===== src/core/mode_reg_pkg.sv =====
/*
 * constants for the converter's mode register and its three-wire serial port:
 * register selects, field positions, reset value, transfer lengths and states.
 * assumes the serial clock idles high and the host drives data on its falling edge.
 */
package mode_reg_pkg;
    // register select codes carried in the command byte
    localparam logic [2:0] SEL_STATUS = 3'h0;
    localparam logic [2:0] SEL_MODE = 3'h1;
    localparam logic [2:0] SEL_DATA = 3'h3;

    // command byte layout
    localparam int CMD_BITS = 8;
    localparam int CMD_READ_POS = 6;
    localparam int CMD_SEL_LSB = 3;

    // mode register
    localparam int MODE_WIDTH = 24;
    localparam logic [23:0] MODE_RESET = 24'h080060;
    localparam int OP_MODE_LSB = 21;
    localparam int STATUS_APPEND_POS = 20;
    localparam int CLK_SRC_HI_POS = 19;
    localparam int CLK_SRC_LO_POS = 18;
    localparam int FIXED_ZERO_POS = 14;
    localparam int PARITY_EN_POS = 13;

    // clock source encodings
    localparam logic [1:0] CLK_XTAL = 2'h0;
    localparam logic [1:0] CLK_EXT = 2'h1;
    localparam logic [1:0] CLK_INT = 2'h2;

    // data and status words
    localparam int DATA_WIDTH = 24;
    localparam int STATUS_WIDTH = 8;
    localparam int TX_WIDTH = DATA_WIDTH + STATUS_WIDTH;
    localparam logic [7:0] STATUS_RESET = 8'h80;

    typedef enum logic [1:0] {
        ST_CMD,
        ST_WRITE,
        ST_READ,
        ST_IDLE
    } port_state_t;
endpackage : mode_reg_pkg


===== src/core/serial_bit_if.sv =====
/*
 * carrier between the serial pin shifter and the register logic.
 * assumes both ends run on clk_sys.
 */
`timescale 1ns/10ps
interface serial_bit_if;
    logic frame_active;
    logic frame_start;
    logic rx_strobe;
    logic rx_bit;
    logic tx_advance;
    logic tx_bit;

    modport pins (
        output frame_active,
        output frame_start,
        output rx_strobe,
        output rx_bit,
        output tx_advance,
        input tx_bit
    );

    modport regs (
        input frame_active,
        input frame_start,
        input rx_strobe,
        input rx_bit,
        input tx_advance,
        output tx_bit
    );
endinterface : serial_bit_if


===== src/core/serial_pin_shifter.sv =====
/*
 * synchronises the serial pins to clk_sys and turns their edges into bit strobes;
 * drives the serial data out pin from a flop updated on each falling serial edge while cs_n is low.
 * assumes the serial clock is well below clk_sys / 4 so every edge is seen.
 */
`timescale 1ns/10ps
module serial_pin_shifter (
    // clock and reset
    input wire logic clk_sys,
    input wire logic reset,
    // serial pins
    input wire logic sclk,
    input wire logic cs_n,
    input wire logic din,
    output logic dout,
    // register side
    serial_bit_if.pins bits
);
    logic [1:0] sclk_sync, cs_sync, din_sync;
    logic sclk_prev, cs_prev;
    logic [1:0] next_sclk_sync, next_cs_sync, next_din_sync;
    logic next_sclk_prev, next_cs_prev, next_dout;

    always_comb begin
        next_sclk_sync = {sclk_sync[0], sclk};
        next_cs_sync = {cs_sync[0], cs_n};
        next_din_sync = {din_sync[0], din};
        next_sclk_prev = sclk_sync[1];
        next_cs_prev = cs_sync[1];
        next_dout = dout;
        if (bits.tx_advance) begin
            next_dout = bits.tx_bit;
        end
    end

    always_ff @(posedge clk_sys) begin
        if (reset) begin
            sclk_sync <= 2'h3;
            cs_sync <= 2'h3;
            din_sync <= 2'h0;
            sclk_prev <= 1'b1;
            cs_prev <= 1'b1;
            dout <= 1'b1;
        end else begin
            sclk_sync <= next_sclk_sync;
            cs_sync <= next_cs_sync;
            din_sync <= next_din_sync;
            sclk_prev <= next_sclk_prev;
            cs_prev <= next_cs_prev;
            dout <= next_dout;
        end
    end

    assign bits.frame_active = ~cs_sync[1];
    assign bits.frame_start = cs_prev & ~cs_sync[1];
    // host samples on rising edge, so that is where we take its data
    assign bits.rx_strobe = ~cs_sync[1] & ~sclk_prev & sclk_sync[1];
    assign bits.rx_bit = din_sync[1];
    assign bits.tx_advance = ~cs_sync[1] & sclk_prev & ~sclk_sync[1];
endmodule : serial_pin_shifter


===== src/core/mode_register_bank.sv =====
/*
 * mode register of a sigma-delta converter behind its three-wire serial port,
 * with the command decode, data/status readback and the not-ready and parity flags.
 * assumes the converter datapath supplies results and channel as clk_sys pulses.
 */
`timescale 1ns/10ps
module mode_register_bank (
    // clock and reset
    input wire logic clk_sys,
    input wire logic reset,
    // serial port pins
    input wire logic sclk,
    input wire logic cs_n,
    input wire logic din,
    output logic dout,
    // converter datapath
    input wire logic result_valid,
    input wire logic [23:0] result_data,
    input wire logic result_err,
    input wire logic result_noref,
    input wire logic [3:0] result_chan,
    input wire logic update_soon,
    // configuration outputs
    output logic [2:0] op_mode_sel,
    output logic status_append_en,
    output logic clk_src_sel_hi,
    output logic clk_src_sel_lo,
    output logic parity_check_en,
    output logic [23:0] mode_word,
    output logic modulator_reset,
    output logic not_ready,
    // master clock pin b drive, enable low while driving
    output logic master_clk_pin_b_oe_n,
    output logic internal_osc_en
);
    serial_bit_if bits ();

    serial_pin_shifter u_pins (
        .clk_sys(clk_sys),
        .reset(reset),
        .sclk(sclk),
        .cs_n(cs_n),
        .din(din),
        .dout(dout),
        .bits(bits)
    );

    mode_reg_pkg::port_state_t state, next_state;
    logic [5:0] bit_cnt, next_bit_cnt;
    logic [23:0] rx_sr, next_rx_sr;
    logic [31:0] tx_sr, next_tx_sr;
    logic [2:0] cmd_sel, next_cmd_sel;
    logic [23:0] mode_reg, next_mode_reg;
    logic [23:0] data_reg, next_data_reg;
    logic [7:0] status_reg, next_status_reg;
    logic next_modulator_reset, next_osc_en, next_oe_n;
    logic [7:0] cmd_byte;
    logic mode_write_done, data_read_done;

    // fields of the stored mode word
    function automatic logic [1:0] clk_field(input logic [23:0] w);
        clk_field = {w[mode_reg_pkg::CLK_SRC_HI_POS], w[mode_reg_pkg::CLK_SRC_LO_POS]};
    endfunction : clk_field

    function automatic logic [5:0] read_len(input logic [2:0] sel, input logic [23:0] mode);
        if (sel == mode_reg_pkg::SEL_STATUS) begin
            read_len = 6'(mode_reg_pkg::STATUS_WIDTH);
        end else if (sel == mode_reg_pkg::SEL_DATA
                     && mode[mode_reg_pkg::STATUS_APPEND_POS]) begin
            read_len = 6'(mode_reg_pkg::TX_WIDTH);
        end else begin
            read_len = 6'(mode_reg_pkg::MODE_WIDTH);
        end
    endfunction : read_len

    assign cmd_byte = {rx_sr[6:0], bits.rx_bit};
    assign bits.tx_bit = tx_sr[31];

    always_comb begin
        next_state = state;
        next_bit_cnt = bit_cnt;
        next_rx_sr = rx_sr;
        next_tx_sr = tx_sr;
        next_cmd_sel = cmd_sel;
        mode_write_done = 1'b0;
        data_read_done = 1'b0;
        if (!bits.frame_active || bits.frame_start) begin
            next_state = mode_reg_pkg::ST_CMD;
            next_bit_cnt = 6'h00;
        end else begin
            case (state)
                mode_reg_pkg::ST_CMD: begin
                    if (bits.rx_strobe) begin
                        next_rx_sr = {rx_sr[22:0], bits.rx_bit};
                        next_bit_cnt = bit_cnt + 6'h01;
                        if (bit_cnt == 6'(mode_reg_pkg::CMD_BITS - 1)) begin
                            next_bit_cnt = 6'h00;
                            next_cmd_sel = cmd_byte[mode_reg_pkg::CMD_SEL_LSB +: 3];
                            if (cmd_byte[mode_reg_pkg::CMD_READ_POS]) begin
                                next_state = mode_reg_pkg::ST_READ;
                                case (cmd_byte[mode_reg_pkg::CMD_SEL_LSB +: 3])
                                    mode_reg_pkg::SEL_STATUS: begin
                                        next_tx_sr = {status_reg, 24'h000000};
                                    end
                                    mode_reg_pkg::SEL_MODE: begin
                                        next_tx_sr = {mode_reg, 8'h00};
                                    end
                                    mode_reg_pkg::SEL_DATA: begin
                                        next_tx_sr = {data_reg, status_reg};
                                    end
                                    default: begin
                                        next_tx_sr = 32'h00000000;
                                    end
                                endcase
                            end else begin
                                next_state = mode_reg_pkg::ST_WRITE;
                            end
                        end
                    end
                end
                mode_reg_pkg::ST_WRITE: begin
                    if (bits.rx_strobe) begin
                        next_rx_sr = {rx_sr[22:0], bits.rx_bit};
                        next_bit_cnt = bit_cnt + 6'h01;
                        if (bit_cnt == 6'(mode_reg_pkg::MODE_WIDTH - 1)) begin
                            next_state = mode_reg_pkg::ST_IDLE;
                            mode_write_done = (cmd_sel == mode_reg_pkg::SEL_MODE);
                        end
                    end
                end
                mode_reg_pkg::ST_READ: begin
                    // host has taken the bit on show; move the next one up before the fall
                    if (bits.rx_strobe) begin
                        next_tx_sr = {tx_sr[30:0], 1'b0};
                        next_bit_cnt = bit_cnt + 6'h01;
                        if (bit_cnt == read_len(cmd_sel, mode_reg) - 6'h01) begin
                            next_state = mode_reg_pkg::ST_IDLE;
                            data_read_done = (cmd_sel == mode_reg_pkg::SEL_DATA);
                        end
                    end
                end
                default: begin
                    next_state = mode_reg_pkg::ST_IDLE;
                end
            endcase
        end
    end

    always_comb begin
        next_mode_reg = mode_reg;
        next_data_reg = data_reg;
        next_status_reg = status_reg;
        next_modulator_reset = mode_write_done;
        if (mode_write_done) begin
            next_mode_reg = {rx_sr[22:0], bits.rx_bit};
            next_mode_reg[mode_reg_pkg::FIXED_ZERO_POS] = 1'b0;
        end
        if (result_valid) begin
            next_data_reg = result_data;
            next_status_reg[6:0] = {result_err, result_noref,
                mode_reg[mode_reg_pkg::PARITY_EN_POS] & (^result_data), result_chan};
        end
        // any set beats a same-cycle clear; a mode write restarts conversion and wins
        if (data_read_done || update_soon) begin
            next_status_reg[7] = 1'b1;
        end else if (result_valid) begin
            next_status_reg[7] = 1'b0;
        end
        if (mode_write_done) begin
            next_status_reg[7] = 1'b1;
        end
        // crystal drives pin b; external clock and internal oscillator leave it undriven
        next_oe_n = (clk_field(next_mode_reg) != mode_reg_pkg::CLK_XTAL);
        next_osc_en = (clk_field(next_mode_reg) == mode_reg_pkg::CLK_INT);
    end

    always_ff @(posedge clk_sys) begin
        if (reset) begin
            state <= mode_reg_pkg::ST_CMD;
            bit_cnt <= 6'h00;
            rx_sr <= 24'h000000;
            tx_sr <= 32'hffffffff;
            cmd_sel <= 3'h0;
            mode_reg <= mode_reg_pkg::MODE_RESET;
            data_reg <= 24'h000000;
            status_reg <= mode_reg_pkg::STATUS_RESET;
            modulator_reset <= 1'b1;
            master_clk_pin_b_oe_n <= 1'b1;
            internal_osc_en <= 1'b1;
        end else begin
            state <= next_state;
            bit_cnt <= next_bit_cnt;
            rx_sr <= next_rx_sr;
            tx_sr <= next_tx_sr;
            cmd_sel <= next_cmd_sel;
            mode_reg <= next_mode_reg;
            data_reg <= next_data_reg;
            status_reg <= next_status_reg;
            modulator_reset <= next_modulator_reset;
            master_clk_pin_b_oe_n <= next_oe_n;
            internal_osc_en <= next_osc_en;
        end
    end

    // field outputs are straight slices of the mode register flops
    assign op_mode_sel = mode_reg[mode_reg_pkg::OP_MODE_LSB +: 3];
    assign status_append_en = mode_reg[mode_reg_pkg::STATUS_APPEND_POS];
    assign clk_src_sel_hi = mode_reg[mode_reg_pkg::CLK_SRC_HI_POS];
    assign clk_src_sel_lo = mode_reg[mode_reg_pkg::CLK_SRC_LO_POS];
    assign parity_check_en = mode_reg[mode_reg_pkg::PARITY_EN_POS];
    assign mode_word = mode_reg;
    assign not_ready = status_reg[7];
endmodule : mode_register_bank


===== config.mk =====
export PLATFORM = sky130hd
export DESIGN_NAME = mode_register_bank
export DESIGN_NICKNAME = d
export VERILOG_FILES = /design/src/core/mode_reg_pkg.sv /design/src/core/serial_bit_if.sv /design/src/core/serial_pin_shifter.sv /design/src/core/mode_register_bank.sv
export SDC_FILE = /design/constraint.sdc
export NUM_CORES = 1
export LEC_CHECK = 0
export ABC_CLOCK_PERIOD_IN_PS = 3600
export BUFFER_PORTS_ARGS = -buffer_cell sky130_fd_sc_hd__buf_2
export CORE_MARGIN = 2
export CORE_UTILIZATION = 35
export CTS_CLUSTER_DIAMETER = 40
export DETAILED_ROUTE_END_ITERATION = 8
export PLACE_DENSITY = 0.58
export SLEW_MARGIN = 20
export SYNTH_ARGS = -nofsm -noshare
export SYNTH_HDL_FRONTEND = slang
export SYNTH_HIERARCHICAL = 1
export SYNTH_SLANG_ARGS = --single-unit

===== constraint.sdc =====
create_clock -name clk_sys -period 3.6 [get_ports clk_sys]
set_input_delay 0.54 -clock clk_sys [delete_from_list [all_inputs] [get_ports clk_sys]]
set_output_delay 0.54 -clock clk_sys [all_outputs]
set_load 0.05 [all_outputs]

==> impl_metrics.ini, run 1 <==
[die]
ios = 73
die-width_um = 132
core_area_sq_mm = 0.0159
die_area_sq_mm = 0.0174
start_util_pct = 36.0
die_h_um = 132
rows = 46

[timing]
fin_tns_setup_ns = 0
final-setup-viol-count = 0
period_minus_slack_ns = 2.64
slew_headroom_pct = 34.6
grt_setup_unrepaired = false
clock-skew-final_ns = 0.0119
drv_slew = 0
tightest_slew_ns = 0.982
hold_viol_final = 0
period_share_pct = 73.3
fmax_mhz = 379

[placement]
gp_congestion = 0.809
dpl.hpwl_um = 9790
io_buffers = 71
place_area_sq_mm = 0.00619

[global_routing]
antenna_found_initial = 0
grt_pass1_wl_um = 23300
grt_max_degree = 82
overflow = 0
grt_pass1_vias = 4506
track_usage_pct = 16.8

[clocking]
numClockSinks = 133
cts_buffer_depth = 2
htree_levels = 4
cts_setup_buffers = 0
hold_buffers = 0
cts.repair.resized = 0
clk_pin_slew_ns = 0.06
clock_latency_ns = 0.42
clock-root-buffer = clkbuf_16
cts_tree = done
cts_made_buffers = 17

[synthesis]
syn_avg_cell_area_sq_um = 8.74
synth_warnings = 6
synth_cells = 657
synthesis.nets = 698
synth_area_sq_mm = 0.00574
synth_edf_count = 0
ys_async_sr_fraction_pct = 0
ys_seq_area_share_pct = 46.4
ys_ff_latch = 133
yosys.cell_types.count = 47
synth_top_flop_cell = dfxtp_1

[pwr]
total_power_w = 0.00348
ir_drop_mv = 0.372
power_leakage_nw = 2.47
power-per-cell-area_mw_per_mm2 = 511

[detailed_routing]
wire_per_inst_um = 15.6
drc_errors = 0
avgViaCountPerCell = 5.00
first_iter_violations = 285
wl_um = 14500
ant_nets = 0
via_count = 4654
drtPass1Iterations = 4

[worst_setup_path]
crit_required_ns = 3.90
r2r_setup_slack_ns = 0.96
arrival_ns = 2.94
crit_path_start_kind = register
cp_max_fo = 26
reg2reg_depth = 5
crit_type = reg2reg
cp-end-kind = register

[cells_and_area]
design_area_sq_mm = 0.00681
syn_to_final_growth_pct = 18.5
largest_reg_flops = 32
antenna_cells = 0
drive_gt1_share_pct = 17.6
fin_nets = 743

[min_path]
min_path_cells = 2
hold_path.class = in2reg

[run_status]
status = finished clean

[job]
drv_cap = 0
==> stage by stage <==
stage          hold WS, ns  utilization (%)  cells  setup slack [ns]
5_1_grt              0.293             42.7    931             0.670
3_5_place_dp         0.393             38.8    899             0.979
3_3_place_gp         0.399             38.8    899              1.05
4_1_cts              0.290             42.7    931             0.953
2_1_floorplan        0.389                -    657              1.57
6_report             0.304             42.7    931             0.962
==> worst paths after layout <==
kind | startpoint | endpoint
setup / recovery | u_pins/cs_sync[1] | mode_word[6]
hold / removal | cs_n | u_pins/cs_sync[0]
setup reg to reg | u_pins/cs_sync[1] | mode_word[6]
hold reg to reg | u_pins/sclk_sync[0] | u_pins/sclk_sync[1]
==> Yosys cell counts, drive strengths merged (2+ instances only) <==
library cell	n	area (sq um)
a22oi	17	141
and3	3	18.8
nand3b	3	22.5
o21ai	12	63.8
nand3	4	20.0
dfxtp	133	2660
nor2b	5	31.3
nor3b	3	27.5
a211o	33	289
or2	6	37.5
nand2	107	402
clkbuf	27	101
a21oi	64	320
inv	5	18.8
o21a	2	15.0
nand2b	3	18.8
buf	25	144
xnor2	22	193
nor2	93	349
a311oi	2	17.5
mux2i	56	561
or4	2	18.8
xor2	5	43.8
nor3	7	45.0
ha	4	50.1
==> logic make-up after synthesis <==
group / Yosys count / share of synthesized area (%)
and+or+nand+nor: 243 / 18.5
AOI/OAI and AO/OA: 134 / 15.3
DFF: 133 / 46.4
buffers and inverters: 58 / 4.66
muxes: 56 / 9.76
xor gates and xnor gates: 28 / 4.51
adders and majority gates: 4 / 0.871
other: 1 / 0.0653
==> per-layer routing <==
layer	global-route usage, %	vias to the layer above	part of all wire [%]
met3	3.84	18	4.5
met4	8.21	0	1.6
li1	-	2311	-
met2	27.6	111	49
met1	20.7	2214	45
met5	0	-	0
==> worst max-delay path, cell delays in order, from the launching register on <==
cell and delay, ns:
dfxtp_1 0.35, nor3b_1 0.47, and3b_1 0.39, nand3b_1 0.17, or3_1 0.72, a211o_1 0.41
==> cells in the final DEF (no fill, tap or decap), drive strengths merged, types with 5 or more instances in the layout <==
master,Yosys,routed
inv,5,6
a211o,33,33
a22oi,17,17
dfxtp,133,133
nor2b,5,5
nor3,7,7
clkinvlp,0,5
a21oi,64,64
xnor2,22,22
buf,25,78
xor2,5,5
clkbuf,27,20
nor2,93,93
o21ai,12,12
or2,6,6
mux2i,56,56
nand2,107,107
==> report_power, final <==
group	internal [W]	switching (W)	leakage, nW
Combinational	0.0000911	0.0000966	1.10
Clock	0.00114	0.000640	0.290
Sequential	0.00150	0.0000159	1.08
Total	0.00273	0.000753	2.47
==> cell type report <==
type	count	area, sq um
Timing Repair Buffer	78	410
Multi-Input combinational cell	466	2820
Sequential cell	133	2660
Clock buffer	20	467
Inverter	6	22.5
Fill cell	1604	9140
Clock inverter	12	151
Tap cell	216	270
Power figures use the tool's default switching activity.
==> run 2, diff against run 1 <==
--- a/config.mk
+++ b/config.mk
@@ -5,7 +5,8 @@
 export SDC_FILE = /design/constraint.sdc
 export NUM_CORES = 1
 export LEC_CHECK = 0
-export ABC_CLOCK_PERIOD_IN_PS = 3600
+export ABC_AREA = 1
+export ABC_CLOCK_PERIOD_IN_PS = 2700
 export BUFFER_PORTS_ARGS = -buffer_cell sky130_fd_sc_hd__buf_2
 export CORE_MARGIN = 2
 export CORE_UTILIZATION = 35
==> constraint.sdc (replaced) <==
create_clock -name clk_sys -period 2.7 [get_ports clk_sys]
set_input_delay 0.405 -clock clk_sys [delete_from_list [all_inputs] [get_ports clk_sys]]
set_output_delay 0.405 -clock clk_sys [all_outputs]
set_load 0.05 [all_outputs]
==> run 2 against run 1 <==
  * Setup slack got worse by 0.37 ns
  * Routed wire length up 1.2%
  * Hold slack lost 0.14 ns
  * Global-route usage grew 0.097 points
  * Maximum frequency increased by 25%
  * Die area increased by 3.2%
  * First-iteration DRC count is 56% higher
  * Clock skew down 0.0057 ns
  * Synthesized cell count grew 22%
  * Sequential power grew 34%
  * Critical endpoint is now internal_osc_en
  * Largest cell class is now flip-flops and latches
==> impl_metrics.ini, run 2 <==
[cells_and_area]
antenna_cells = 0
fin_nets = 892
largest_reg_flops = 32
stdcell_count = 1084
syn_to_final_growth_pct = 16.8
n_fill_cell = 1766
fin_util_pct = 41.8
layout_common_cells = nand2_1 (166), dfxtp_1 (133), inv_1 (94)
final_common_cell = nand2_1
drive_gt1_share_pct = 15.5

[timing]
grt_setup_unrepaired = false
hold_slack_ns = 0.165
tightest_slew_ns = 0.637
fmax_mhz = 473
drv_slew = 0
fin_tns_setup_ns = 0
slew_headroom_pct = 57.5
clock-skew-final_ns = 0.00622
hold_viol_final = 0
period_minus_slack_ns = 2.11
final-setup-viol-count = 0
period_share_pct = 78.2

[detailed_routing]
wire_per_inst_um = 13.5
avgViaCountPerCell = 4.81
ant_nets = 0
drc_errors = 0
drtPass1Iterations = 5
first_iter_violations = 446
wl_um = 14700
via_count = 5217

[clocking]
cts_made_buffers = 17
htree_levels = 4
cts.repair.resized = 0
clock_latency_ns = 0.42
clock-root-buffer = clkbuf_16
numClockSinks = 133
cts_tree = done
hold_buffers = 0
clk_pin_slew_ns = 0.05
cts_setup_buffers = 0
cts_buffer_depth = 2

[global_routing]
track_usage_pct = 16.9
grt_pass1_vias = 4766
grt_max_degree = 47
use_met3_pct = 4.20
grt_pass1_wl_um = 23900
antenna_found_initial = 0
busiest_layer = met2
met2_usage_pct = 24.6
overflow = 0
gr-usage-met1_pct = 24.4

[worst_setup_path]
slowest_delay_ns = 0.40
path_cells = nor3_1 > inv_1 > nor2_4 > inv_2 > nor2_2 > nand4_4 > nand2_2 > or2_1 > o21ai_1 > nor2_1
crit_path_start_kind = register
r2r_setup_slack_ns = 0.59
crit_required_ns = 3.06
slowest_stage = nor3_1
cp-end-kind = register
arrival_ns = 2.47
cp_max_fo = 22
crit_type = reg2reg

[die]
core_area_sq_mm = 0.0166
die_area_sq_mm = 0.0180
rows = 47
die-width_um = 134
die_h_um = 134
ios = 73
start_util_pct = 35.8

[placement]
gp_congestion = 0.797
dp_cells = 1052
io_buffers = 71
dpl.hpwl_um = 10300

[pwr]
power_leakage_nw = 2.79
power-per-cell-area_mw_per_mm2 = 635
ir_drop_mv = 0.473
total_power_w = 0.00440

[job]
drv_cap = 0

[synthesis]
synth_cells = 800
syn_avg_cell_area_sq_um = 7.41
synthesis.nets = 841
synth_area_sq_mm = 0.00593
synth_warnings = 6

[min_path]
hold_path.class = in2reg

[run_status]
status = finished clean
run 2: final timing paths:
path,to,cells past startpoint,from
max,internal_osc_en,10,u_pins/cs_sync[1]
min,u_pins/cs_sync[0],2,cs_n
max reg2reg,internal_osc_en,10,u_pins/cs_sync[1]
min reg2reg,u_pins/din_sync[1],2,u_pins/din_sync[0]
run 2: area by class of cell:
type / count / area, sq um / share of cell area (%)
Clock buffer: 28 / 497 / 7.17
Clock inverter: 4 / 45.0 / 0.650
Timing Repair Buffer: 81 / 430 / 6.22
Tap cell: 220 / 275 / 3.97
Multi-Input combinational cell: 515 / 2630 / 38.0
Sequential cell: 133 / 2660 / 38.4
Inverter: 103 / 387 / 5.58
run 2: worst max-delay path: cells and delay by family, from the launching register on:
| kind | cells | cell delay, ns |
|---|---|---|
| AO/OA/AOI/OAI | 1 | 0.09 |
| buffers and inverters | 2 | 0.21 |
| flip-flops | 1 | 0.33 |
| AND/OR/NAND/NOR | 7 | 1.41 |
run 2: report_power, final:
group / total, W / internal, W / leakage (nW) / switching [W]
Sequential: 0.00202 / 0.00200 / 1.08 / 0.0000216
Clock: 0.00212 / 0.00133 / 0.266 / 0.000786
Combinational: 0.000253 / 0.0000889 / 1.44 / 0.000164
Total: 0.00440 / 0.00343 / 2.79 / 0.000972
run 2: metal layers:
| metal | part of all wire, % | up-vias |
|---|---|---|
| met5 | 0 | - |
| met3 | 4.2 | 13 |
| met4 | 1.2 | 0 |
| met1 | 52 | 2368 |
| met2 | 42 | 115 |
| li1 | - | 2721 |
run 2: stage by stage:
stage,area [sq um],setup WS [ns]
after floorplan,5930,1.09
after global placement,6380,0.730
after detailed placement,6380,0.663
after CTS,6930,0.581
after global routing,6930,0.443
final,6930,0.588
==> run 3, diff against run 2 <==
--- a/config.mk
+++ b/config.mk
@@ -5,14 +5,14 @@
 export SDC_FILE = /design/constraint.sdc
 export NUM_CORES = 1
 export LEC_CHECK = 0
-export ABC_AREA = 1
-export ABC_CLOCK_PERIOD_IN_PS = 2700
+export ABC_AREA = 0
+export ABC_CLOCK_PERIOD_IN_PS = 1900
 export BUFFER_PORTS_ARGS = -buffer_cell sky130_fd_sc_hd__buf_2
 export CORE_MARGIN = 2
 export CORE_UTILIZATION = 35
 export CTS_CLUSTER_DIAMETER = 40
 export DETAILED_ROUTE_END_ITERATION = 8
-export PLACE_DENSITY = 0.58
+export PLACE_DENSITY = 0.6
 export SLEW_MARGIN = 20
 export SYNTH_ARGS = -nofsm -noshare
 export SYNTH_HDL_FRONTEND = slang
==> constraint.sdc (replaced) <==
create_clock -name clk_sys -period 1.9 [get_ports clk_sys]
set_input_delay 0.285 -clock clk_sys [delete_from_list [all_inputs] [get_ports clk_sys]]
set_output_delay 0.285 -clock clk_sys [all_outputs]
set_load 0.05 [all_outputs]
==> run 3 against run 2 <==
  * Via count is 7.5% lower
  * Core utilization is 4.3 points higher
  * Power is 43% higher
  * Count of clock-buffer cells in the layout is 9 lower
  * Sequential share of layout area is 2.0 points lower
  * Die area is 3.1% lower
  * Combinational power is 51% higher
  * Maximum frequency is 11% higher
==> impl_metrics.ini, run 3 (same netlist as run 1, synthesis figures left out) <==
[die]
die_area_sq_mm = 0.0174
ios = 73
die-width_um = 132
rows = 46
core_area_sq_mm = 0.0159
die_h_um = 132
start_util_pct = 36.0

[run_status]
status = finished clean

[timing]
clock-skew-final_ns = 0.00596
fmax_mhz = 528
period_minus_slack_ns = 1.89
final-setup-viol-count = 0
hold_viol_final = 0
drv_slew = 0
tightest_slew_ns = 0.507
grt_setup_unrepaired = true
period_share_pct = 99.7
fin_tns_setup_ns = 0
slew_headroom_pct = 66.1

[detailed_routing]
avgViaCountPerCell = 4.98
wire_per_inst_um = 15.8
wl_um = 15300
via_count = 4824
drtPass1Iterations = 5
ant_nets = 0
drc_errors = 0
first_iter_violations = 320

[pwr]
internal_power_w = 0.00485
power.switching_w = 0.00144
power-per-cell-area_mw_per_mm2 = 857
ir_drop_mv = 0.633
swShare_pct = 22.9
total_power_w = 0.00629
power_leakage_nw = 2.76
clockPowerShare_pct = 48.3
p_comb_share_pct = 6.1
power_frac_seq_pct = 45.6

[global_routing]
antenna_found_initial = 0
grt_pass1_vias = 4669
grt_max_degree = 69
overflow = 0
track_usage_pct = 16.9
grt_pass1_wl_um = 23600

[placement]
gp_congestion = 0.841
dpl.hpwl_um = 10400
io_buffers = 71

[worst_setup_path]
crit_required_ns = 2.21
cp-end-kind = register
crit_type = reg2reg
cp_max_fo = 7
critical_path.top_delay_family = simple AND/OR/NAND/NOR gates
cp.buffers_inverters = 2
arrival_ns = 2.20
crit_path_start_kind = register
slowest_delay_ns = 0.35
path_cells = ha_4 > nand2_4 > nor4_4 > and3_4 > o21ai_4 > buf_12 > clkbuf_16 > a211o_1
slowest_stage = dfxtp_2

[clocking]
numClockSinks = 133
htree_levels = 4
cts_tree = done
clk_pin_slew_ns = 0.06
clock_latency_ns = 0.42
cts_made_buffers = 17
clock-root-buffer = clkbuf_16
cts_buffer_depth = 2

[cells_and_area]
fin_nets = 782
largest_reg_flops = 32
final_common_cell = dfxtp_1
syn_to_final_growth_pct = 27.8
layout_common_cells = dfxtp_1 (127), nand2_1 (106), nor2_1 (91)
antenna_cells = 0
drive_gt1_share_pct = 25.1
n_fill_cell = 1563

[job]
drv_cap = 0

[min_path]
hold_path.class = in2reg
run 3: stage by stage:
stage	util, %	setup slack [ns]	cell area [sq um]	instances	hold slack (ns)
after global routing	46.1	-0.0481	7340	969	0.0343
after detailed placement	40.7	-0.0149	6480	926	0.399
after floorplan	-	0.0119	5750	657	0.357
after global placement	40.7	0.0250	6480	926	0.391
final	46.1	0.00549	7340	969	0.0410
after CTS	44.2	0.0180	7040	957	0.0330
run 3: path summary, 6_finish.rpt:
kind	slack, ns	to	startpoint	cells after the start
worst min register to register	0.41	u_pins/cs_sync[1]	u_pins/cs_sync[0]	1
worst max register to register	0.005	tx_sr[23]	bit_cnt[1]	8
worst min-delay path	0.04	u_pins/cs_sync[0]	cs_n	2
worst max-delay path	0.005	tx_sr[23]	bit_cnt[1]	8
run 3: what timing repair did:
item,4_1_cts,5_1_grt
gates resized for setup,2,37
cloned,0,8
setup buffers,0,4
setup endpoints to repair,23,51
pin swaps,0,38
hold buffers,0,0
endpoints found under the hold margin,0,0
run 3: worst register-to-register path, stage by stage (launching register included):
cell,delay [ns]
dfxtp_2,0.35
ha_4,0.16
nand2_4,0.06
nor4_4,0.26
and3_4,0.24
o21ai_4,0.14
buf_12,0.18
clkbuf_16,0.15
a211o_1,0.25
run 3: area by class of cell:
class                   instances  area (sq um)  area share (%)
repair buffers                117           903            12.3
clock buffers                  19           443            6.03
well taps                     216           270            3.68
clock inverters                12           109            1.48
multi-input cells             466          2920            39.8
flip-flops and latches        133          2670            36.4
inverters                       6          22.5           0.307
run 3: power groups by stage:
| stage | combinational (W) | sequential (W) | clock [W] |
|---|---|---|---|
| finish | 0.000382 | 0.00287 | 0.00304 |
| global route | 0.000419 | 0.00287 | 0.00320 |
| CTS | 0.000386 | 0.00287 | 0.00308 |
| detailed placement | 0.000385 | 0.00293 | 0 |
| global placement | 0.000376 | 0.00293 | 0 |
| floorplan | 0.000250 | 0.00292 | 0 |
run 3: routing by layer:
metal | global-route usage [%] | share of wire [%] | vias to the layer above
li1 | - | - | 2397
met1 | 21.3 | 45 | 2318
met2 | 28.3 | 50 | 92
met3 | 4.38 | 3.6 | 17
met4 | 5.50 | 1.5 | 0
met5 | 0 | 0 | -
